**config.mk**
```make
export PLATFORM = sky130hd
export DESIGN_NAME = iad_core
export DESIGN_NICKNAME = d
export VERILOG_FILES = /design/src/logic/iad_pkg.sv /design/src/logic/iad_core.sv
export SDC_FILE = /design/constraint.sdc
export NUM_CORES = 1
export LEC_CHECK = 0
export ABC_AREA = 1
export BUFFER_PORTS_ARGS = -buffer_cell sky130_fd_sc_hd__buf_2
export CORE_MARGIN = 2
export CORE_UTILIZATION = 40
export DETAILED_ROUTE_END_ITERATION = 16
export HOLD_SLACK_MARGIN = 0.06
export PLACE_DENSITY = 0.72
export REMOVE_ABC_BUFFERS = 1
export SLEW_MARGIN = 20
export SYNTH_ARGS = -nofsm -noshare
export SYNTH_HDL_FRONTEND = slang
export SYNTH_SLANG_ARGS = --single-unit
```
**constraint.sdc**
```tcl
create_clock -name clk_i -period 1.95 [get_ports clk_i]
set_clock_uncertainty 0.1 [all_clocks]
set_input_delay 0.0975 -clock clk_i [delete_from_list [all_inputs] [get_ports clk_i]]
set_output_delay 0.0975 -clock clk_i [all_outputs]
set_load 0.1 [all_outputs]
```
**src/logic/iad_pkg.sv**
```systemverilog
// constants for the i2c abort-cause and dma request block
package iad_pkg;

  // wishbone data and address widths
  localparam int ADDR_W = 32;
  localparam int DATA_W = 32;
  localparam int REG_W = 16;

  // register byte addresses
  localparam logic [31:0] MASTER_CFG_OFF = 32'h5000_1300;
  localparam logic [31:0] ABORT_CLR_OFF = 32'h5000_1354;
  localparam logic [31:0] ABORT_SRC_OFF = 32'h5000_1380;
  localparam logic [31:0] DMA_CTL_OFF = 32'h5000_1388;
  localparam logic [31:0] TX_WM_OFF = 32'h5000_138c;
  localparam logic [31:0] RX_WM_OFF = 32'h5000_1390;

  // abort-cause field positions
  localparam int START_BYTE_NO_RESTART_BIT = 9;
  localparam int HIGH_SPEED_NO_RESTART_BIT = 8;
  localparam int START_BYTE_ACKED_BIT = 7;
  localparam int HS_CODE_ACKED_BIT = 6;
  localparam int GENERAL_CALL_READ_BIT = 5;
  localparam int GENERAL_CALL_NACK_BIT = 4;
  localparam int DATA_NACK_BIT = 3;
  localparam int TEN_BIT_SECOND_NACK_BIT = 2;
  localparam int TEN_BIT_FIRST_NACK_BIT = 1;
  localparam int SEVEN_BIT_ADDR_NACK_BIT = 0;
  localparam int ABORT_W = 10;

  // master configuration field positions
  localparam int REPEATED_START_ENABLE_BIT = 0;
  localparam int COMMAND_SELECT_A_BIT = 1;
  localparam int GENERAL_CALL_OR_START_BIT = 2;
  localparam int CFG_W = 3;

  // dma control field positions
  localparam int TX_DMA_ENABLE_BIT = 1;
  localparam int RX_DMA_ENABLE_BIT = 0;
  localparam int DMA_CTL_W = 2;

  // watermark and fifo count widths
  localparam int LEVEL_W = 5;
  localparam int FIFO_CNT_W = 6;

  // reset values
  localparam logic [2:0] CFG_RST = 3'h0;
  localparam logic [9:0] ABORT_RST = 10'h000;
  localparam logic [1:0] DMA_CTL_RST = 2'h0;
  localparam logic [4:0] TX_WM_RST = 5'h00;
  localparam logic [4:0] RX_WM_RST = 5'h00;

  // kind of byte that the bus engine has just sent
  typedef enum logic [2:0] {
    KIND_ADDR7 = 3'h0,
    KIND_ADDR10_FIRST = 3'h1,
    KIND_ADDR10_SECOND = 3'h2,
    KIND_DATA = 3'h3,
    KIND_GENERAL_CALL = 3'h4,
    KIND_START_BYTE = 3'h5,
    KIND_HS_CODE = 3'h6
  } iad_byte_kind_t;

endpackage : iad_pkg

```
**src/logic/iad_core.sv**
```systemverilog
// abort-cause recording and dma request logic with a wishbone slave
`timescale 1ns/1ps

// Notes on behaviour
// start byte without restart sets bit 9
// bit 9 cleared under cause reasserts next cycle
// software removes start-byte cause before clearing
// high-speed transfer without restart sets bit 8
// acknowledged start byte sets bit 7
// acknowledged high-speed master code sets bit 6
// general call then read command sets bit 5
// unacknowledged general call sets bit 4
// master data byte not acknowledged sets bit 3
// ten-bit second address byte nack sets bit 2
// ten-bit first address byte nack sets bit 1
// seven-bit address nack sets bit 0
// dma control bit 1 enables transmit dma
// dma control bit 0 enables receive dma
// tx request when level at or below watermark
// rx request when level above rx watermark
// abort bits read-only, cleared together by software
// dma keeps serving request until it drops
module iad_core (
  input wire logic clk_i, // 25 MHz clock
  input wire logic rst_i, // synchronous reset, active high
  input wire logic ce_i, // clock enable, freezes state when low
  input wire logic wb_cyc_i, // wishbone cycle
  input wire logic wb_stb_i, // wishbone strobe
  input wire logic wb_we_i, // wishbone write enable
  input wire logic [31:0] wb_adr_i, // wishbone byte address
  input wire logic [3:0] wb_sel_i, // wishbone byte selects
  input wire logic [31:0] wb_dat_i, // wishbone write data
  output logic [31:0] wb_dat_o, // wishbone read data
  output logic wb_ack_o, // wishbone acknowledge
  input wire logic master_xfer_pending_i, // master has a transfer queued
  input wire logic hs_mode_i, // master configured for high speed
  input wire logic master_mode_i, // controller acting as master
  input wire logic tx_ack_event_i, // pulse: remote acked sent byte
  input wire logic tx_nack_event_i, // pulse: remote nacked sent byte
  input wire logic [2:0] tx_byte_kind_i, // kind of the byte just sent
  input wire logic next_cmd_read_i, // next queued command is a read
  input wire logic [5:0] tx_fifo_level_i, // transmit fifo entries
  input wire logic [5:0] rx_fifo_level_i, // receive fifo entries
  output logic tx_abort_o, // pulse: new abort cause latched
  output logic [2:0] master_cfg_o, // restart enable and target select
  output logic dma_tx_req_o, // transmit dma request
  output logic dma_rx_req_o // receive dma request
);

  // address decode used by every register
  function automatic logic addr_hit(input logic [31:0] adr,
                                    input logic [31:0] off);
    addr_hit = (adr[31:2] == off[31:2]);
  endfunction : addr_hit

  // byte-lane merge for 16-bit registers
  function automatic logic [15:0] lane_merge(input logic [15:0] old_val,
                                             input logic [15:0] new_val,
                                             input logic [1:0] sel);
    lane_merge[7:0] = sel[0] ? new_val[7:0] : old_val[7:0];
    lane_merge[15:8] = sel[1] ? new_val[15:8] : old_val[15:8];
  endfunction : lane_merge

  logic ack_reg;
  logic [31:0] dat_reg;
  logic [2:0] cfg_reg;
  logic [9:0] src_reg;
  logic [9:0] src_next;
  logic [1:0] dma_ctl_reg;
  logic [4:0] tx_wm_reg;
  logic [4:0] rx_wm_reg;
  logic abort_pulse_reg;

  // bus request decode
  wire bus_req = wb_cyc_i & wb_stb_i;
  wire rd_take = ce_i & bus_req & ~ack_reg;
  wire wr_fire = ce_i & bus_req & wb_we_i & ack_reg;
  wire hit_cfg = addr_hit(wb_adr_i, iad_pkg::MASTER_CFG_OFF);
  wire hit_clr = addr_hit(wb_adr_i, iad_pkg::ABORT_CLR_OFF);
  wire hit_src = addr_hit(wb_adr_i, iad_pkg::ABORT_SRC_OFF);
  wire hit_ctl = addr_hit(wb_adr_i, iad_pkg::DMA_CTL_OFF);
  wire hit_txw = addr_hit(wb_adr_i, iad_pkg::TX_WM_OFF);
  wire hit_rxw = addr_hit(wb_adr_i, iad_pkg::RX_WM_OFF);
  wire [15:0] wr_merge_cfg = lane_merge({13'h0000, cfg_reg},
                                        wb_dat_i[15:0], wb_sel_i[1:0]);
  wire [15:0] wr_merge_ctl = lane_merge({14'h0000, dma_ctl_reg},
                                        wb_dat_i[15:0], wb_sel_i[1:0]);
  wire [15:0] wr_merge_txw = lane_merge({11'h000, tx_wm_reg},
                                        wb_dat_i[15:0], wb_sel_i[1:0]);
  wire [15:0] wr_merge_rxw = lane_merge({11'h000, rx_wm_reg},
                                        wb_dat_i[15:0], wb_sel_i[1:0]);

  // read mux, unmapped and write-only addresses read as zero
  wire [31:0] rd_mux =
    hit_cfg ? {29'h0000_0000, cfg_reg} :
    hit_src ? {22'h00_0000, src_reg} :
    hit_ctl ? {30'h0000_0000, dma_ctl_reg} :
    hit_txw ? {27'h000_0000, tx_wm_reg} :
    hit_rxw ? {27'h000_0000, rx_wm_reg} :
    32'h0000_0000;

  // configuration fields steering the abort conditions
  wire restart_en =
    cfg_reg[iad_pkg::REPEATED_START_ENABLE_BIT];
  wire command_select_a = cfg_reg[iad_pkg::COMMAND_SELECT_A_BIT];
  wire general_call_or_start_select =
    cfg_reg[iad_pkg::GENERAL_CALL_OR_START_BIT];

  // byte kind decode
  wire kind_addr7 = (tx_byte_kind_i == iad_pkg::KIND_ADDR7);
  wire kind_a10_1 = (tx_byte_kind_i == iad_pkg::KIND_ADDR10_FIRST);
  wire kind_a10_2 = (tx_byte_kind_i == iad_pkg::KIND_ADDR10_SECOND);
  wire kind_data = (tx_byte_kind_i == iad_pkg::KIND_DATA);
  wire kind_gcall = (tx_byte_kind_i == iad_pkg::KIND_GENERAL_CALL);
  wire kind_sbyte = (tx_byte_kind_i == iad_pkg::KIND_START_BYTE);
  wire kind_hs = (tx_byte_kind_i == iad_pkg::KIND_HS_CODE);

  // abort conditions
  wire sbyte_cond = ~restart_en & command_select_a &
                    general_call_or_start_select & master_xfer_pending_i;
  wire hs_cond = ~restart_en & hs_mode_i & master_xfer_pending_i;
  wire start_byte_no_restart_abort = sbyte_cond;
  wire high_speed_no_restart_abort = hs_cond;
  wire start_byte_acked_abort = tx_ack_event_i & kind_sbyte;
  wire hs_code_acked_abort = tx_ack_event_i & kind_hs & hs_mode_i;
  wire general_call_read_abort =
    tx_ack_event_i & kind_gcall & next_cmd_read_i;
  wire general_call_nack_abort = tx_nack_event_i & kind_gcall;
  wire data_nack_abort =
    tx_nack_event_i & kind_data & master_mode_i;
  wire ten_bit_second_nack_abort = tx_nack_event_i & kind_a10_2;
  wire ten_bit_first_nack_abort = tx_nack_event_i & kind_a10_1;
  wire seven_bit_addr_nack_abort = tx_nack_event_i & kind_addr7;

  wire [9:0] set_vec = {
    start_byte_no_restart_abort,
    high_speed_no_restart_abort,
    start_byte_acked_abort,
    hs_code_acked_abort,
    general_call_read_abort,
    general_call_nack_abort,
    data_nack_abort,
    ten_bit_second_nack_abort,
    ten_bit_first_nack_abort,
    seven_bit_addr_nack_abort
  };

  // software clear of all abort bits: write one to bit 0 of clear word
  wire abort_clr = wr_fire & hit_clr & wb_sel_i[0] & wb_dat_i[0];

  // per-bit next value: a new event beats the clear, except bit 9
  // which drops for one cycle even while its cause stands
  genvar gi;
  generate
    for (gi = 0; gi < iad_pkg::ABORT_W; gi = gi + 1)
    begin : g_abort
      if (gi == iad_pkg::START_BYTE_NO_RESTART_BIT)
      begin : g_sbyte
        assign src_next[gi] = abort_clr ? 1'b0 :
                              (src_reg[gi] | set_vec[gi]);
      end
      else
      begin : g_other
        assign src_next[gi] = set_vec[gi] |
                              (src_reg[gi] & ~abort_clr);
      end
    end
  endgenerate

  // wishbone acknowledge and read data
  always_ff @(posedge clk_i)
  begin
    if (rst_i)
    begin
      ack_reg <= 1'b0;
      dat_reg <= 32'h0000_0000;
    end
    else if (ce_i)
    begin
      ack_reg <= bus_req & ~ack_reg;
      if (rd_take)
      begin
        dat_reg <= rd_mux;
      end
    end
  end

  // software-written registers
  always_ff @(posedge clk_i)
  begin
    if (rst_i)
    begin
      cfg_reg <= iad_pkg::CFG_RST;
      dma_ctl_reg <= iad_pkg::DMA_CTL_RST;
      tx_wm_reg <= iad_pkg::TX_WM_RST;
      rx_wm_reg <= iad_pkg::RX_WM_RST;
    end
    else if (wr_fire)
    begin
      if (hit_cfg)
      begin
        cfg_reg <= wr_merge_cfg[2:0];
      end
      if (hit_ctl)
      begin
        dma_ctl_reg <= wr_merge_ctl[1:0];
      end
      if (hit_txw)
      begin
        tx_wm_reg <= wr_merge_txw[4:0];
      end
      if (hit_rxw)
      begin
        rx_wm_reg <= wr_merge_rxw[4:0];
      end
    end
  end

  // abort-cause register, read-only from the bus
  always_ff @(posedge clk_i)
  begin
    if (rst_i)
    begin
      src_reg <= iad_pkg::ABORT_RST;
      abort_pulse_reg <= 1'b0;
    end
    else if (ce_i)
    begin
      src_reg <= src_next;
      abort_pulse_reg <= |(set_vec & ~src_reg);
    end
  end

  // dma requests; the dma engine fills tx and drains rx until these fall
  wire tx_dma_enable = dma_ctl_reg[iad_pkg::TX_DMA_ENABLE_BIT];
  wire rx_dma_enable = dma_ctl_reg[iad_pkg::RX_DMA_ENABLE_BIT];
  wire [5:0] tx_wm_ext = {1'b0, tx_wm_reg};
  wire [5:0] rx_wm_plus = {1'b0, rx_wm_reg} + 6'h01;

  assign dma_tx_req_o = tx_dma_enable &
                        (tx_fifo_level_i <= tx_wm_ext);
  assign dma_rx_req_o = rx_dma_enable &
                        (rx_fifo_level_i >= rx_wm_plus);

  assign wb_ack_o = ack_reg;
  assign wb_dat_o = dat_reg;
  assign tx_abort_o = abort_pulse_reg;
  assign master_cfg_o = cfg_reg;
endmodule : iad_core

```
==> results.md <==
- DRT Wirelength: 6910 um
- RSZ-0062 raised after global routing: yes
- Hpwl dp: 5270 um
- Post-synth ARST share: 0
- Critical path endpoint category: output port
- Yosys cell types: 39
- Routability cong.: 0.9324
- Htree depth: 2
- Leak Pwr: 1.661 nW
- Non-Filler Instances: 580
- Mean Syn Cell Area: 6.666 um2
- Clk sinks: 37
- Most frequent cells in the layout: 77 x buf_2, 68 x nor2_1, 67 x nand2_1
- Largest net degree at the start of global routing: 20
- Initial Util: 0.4175
- Antenna diodes: 0
- Core box area: 6386 um2
- Reg2reg path depth: 5
- HP Class: in2reg
- WHS: 0.07364 ns
- Most common cell after layout, fill and taps aside: buf_2
- Total gr overflow: 0
- Global-route wire length before repair: 11520 um
- Post-synth EDFFs: 0
- Vias: 2841
- Number of global-route vias before repair: 2709
- # fillers: 634
- Ys flop type: dfxtp_1
- I/O pin cnt: 134
- Mapped Cells: 400
- Number of max-cap violations: 0
- Port Buf Inserts: 79
- Critical R2R Launch: wb_ack_o$_SDFFE_PP0P_
- Placement Setup Slack: -0.002629 ns
- CP arrival: 1.95 ns
- Post-Layout Inst Area: 3497 um2
- Min Tclk post-route: 2.151 ns
- Area fraction in compound gates after synthesis: 0.1281
- Crit-path max FO: 3
- Cell Area, Synth: 2666 um2
- Post-route ant nets: 0
- Startpoint types: register
- Die Footprint: 7335 um2
- Worst Setup Path Type: reg2out
- Largest family of logic cells by synthesized area: simple AND/OR/NAND/NOR gates
- CP max-delay cell: dfxtp_4
- Vias per cell: 4.898
- Synth Warn #: 0
- Power per cell area: 549.0 nW/um2
- Largest stage delay, worst path: 0.37 ns
- TritonRoute pass-1 iters: 4
- Clock-pin slew on the worst setup and hold paths: 0.07 ns
- Fin. Hold Viols: 0
- XOR/XNOR Fraction of Synth Area: 0.009855
- Setup-failing EPs final: 2
- Worst-Skew Late Latency: 0.30 ns
- Peak supply drop: 451.4 uV
- Layout cells sized above 1: 0.2803
- F_max: 0.4648 GHz
- Die Wd: 85.65 um
- Reg2reg setup slack: 0.36 ns
- Area Overhead vs Synth: 31.16%
- Total chip power: 1.920 mW
- TritonCTS clock tree: yes
- Total track usage: 0.1897
- Hold Path Depth: 4
- Synth Area in Adders: 0.05631
- Initial DRC count: 123
- Status: complete, but fails checks
- Mux cell area share after synthesis: 0
- Sequential area share after synthesis: 0.2778
- WL/cell: 11.91 um
- Violated checks: setup timing
- Max-slew violation count: 0
- CP top delay family: adder cells
- Hold path start: tx_byte_kind_i[2]
- Antenna violations before repair: 0
- Longest Clk Path Bufs: 2
- CP most frequent cell: inv_2
- DIE HEIGHT: 85.65 um
- WP buf/inv: 3
- Simple-gate share of the synthesized area: 0.3740
- Critical R2R Capture: src_reg[4]$_SDFFE_PP0P_
- WP data required: 1.75 ns
- Yosys reg bits: 37
- Post-route setup slack: -0.2013 ns
- Layout Nets: 609
- Worst path cell trace: ha_4, nand3_2, xor2_1, ha_1, nand2_2, inv_2, o211ai_1, o2111ai_1, nand2_1, inv_2, buf_12
- Placed cell areas: 3113 um2
- Post-Place Cells: 553
- WHS Endpoint: src_reg[2]$_SDFFE_PP0P_
- Num rows: 29
- CTS Buf Count: 5
- CTS root buf: clkbuf_8
- DRC: 0
- Period utilization: 1.103
==> worst reg2reg max path, stage by stage, from the launching register on <==
cell and delay (ns):
dfxtp_1 0.41, nand4_4 0.24, nor2_1 0.21, nand4_2 0.27
nand3_1 0.17, o31ai_1 0.08
==> synthesized netlist by cell type, drive strengths merged, types with 3 or more instances <==
| master | n | share of area |
|---|---|---|
| o31ai | 9 | 0.025 |
| clkbuf | 7 | 0.0099 |
| nor3 | 3 | 0.0099 |
| a211oi | 13 | 0.037 |
| nand3 | 35 | 0.068 |
| buf | 22 | 0.062 |
| dfxtp | 37 | 0.28 |
| ha | 12 | 0.056 |
| o22ai | 4 | 0.0094 |
| nor2 | 78 | 0.13 |
| nand4 | 7 | 0.024 |
| a21oi | 17 | 0.032 |
| nand2 | 78 | 0.12 |
| inv | 55 | 0.077 |
==> cell type report <==
type / instances / area [um2] / share of cell area
Multi-Input combinational cell: 298 / 1673 / 0.4784
Sequential cell: 37 / 752.0 / 0.2150
Timing Repair Buffer: 103 / 644.4 / 0.1843
Inverter: 57 / 215.2 / 0.06154
Tap cell: 77 / 96.34 / 0.02755
Clock buffer: 7 / 86.33 / 0.02469
Clock inverter: 1 / 30.03 / 0.008587
==> cell families (layout without fill, tap and decap cells) <==
kind of cell,Yosys count,in the layout
buffers and inverters,86,168
DFF,37,37
AOI/OAI and AO/OA,52,52
other,1,22
xor gates and xnor gates,3,3
and+or+nand+nor,209,209
adders and majority gates,12,12
==> power breakdown <==
part / switching [mW] / total, mW / internal (mW)
sequential: 0.00609 / 0.766 / 0.760
combinational: 0.340 / 0.456 / 0.116
clock: 0.281 / 0.698 / 0.417
total: 0.627 / 1.92 / 1.29
==> routing by layer <==
| layer | GRT usage | part of all wire | up-vias |
|---|---|---|---|
| met5 | 0 | 0 | - |
| met4 | 0.05483 | 0.010 | 0 |
| met3 | 0.02887 | 0.065 | 12 |
| met2 | 0.3509 | 0.50 | 111 |
| met1 | 0.2256 | 0.43 | 1258 |
| li1 | - | - | 1460 |
==> how the worst max path moves through the flow <==
stage,startpoint,endpoint,slack (ns),depth (start not counted)
after global placement,rx_wm_reg[1]$_SDFFE_PP0P_,dma_rx_req_o,0.06,11
after CTS,rx_wm_reg[0]$_SDFFE_PP0P_,dma_rx_req_o,-0.23,11
after detailed placement,rx_wm_reg[1]$_SDFFE_PP0P_,dma_rx_req_o,-0.003,11
after floorplan,tx_wm_reg[2]$_SDFFE_PP0P_,dma_tx_req_o,-1.34,8
after global routing,rx_wm_reg[1]$_SDFFE_PP0P_,dma_rx_req_o,-0.31,11
final,rx_wm_reg[1]$_SDFFE_PP0P_,dma_rx_req_o,-0.20,11
==> stage by stage <==
step | TNS, ns | util
final | -0.2350 | 0.5476
after global routing | -0.4250 | 0.5476
after global placement | 0 | 0.4875
after detailed placement | -0.002629 | 0.4875
after floorplan | -5.111 | -
after CTS | -0.3039 | 0.5431
==> repair_timing <==
item,CTS,global route
endpoints found under the hold margin,21,0
endpoints found under the setup margin,2,2
resized for setup,17,9
pin swaps,9,7
setup buffers,4,1
cloned,0,0
hold buffers,14,0
No activity file was read; power rests on OpenSTA's default activity.
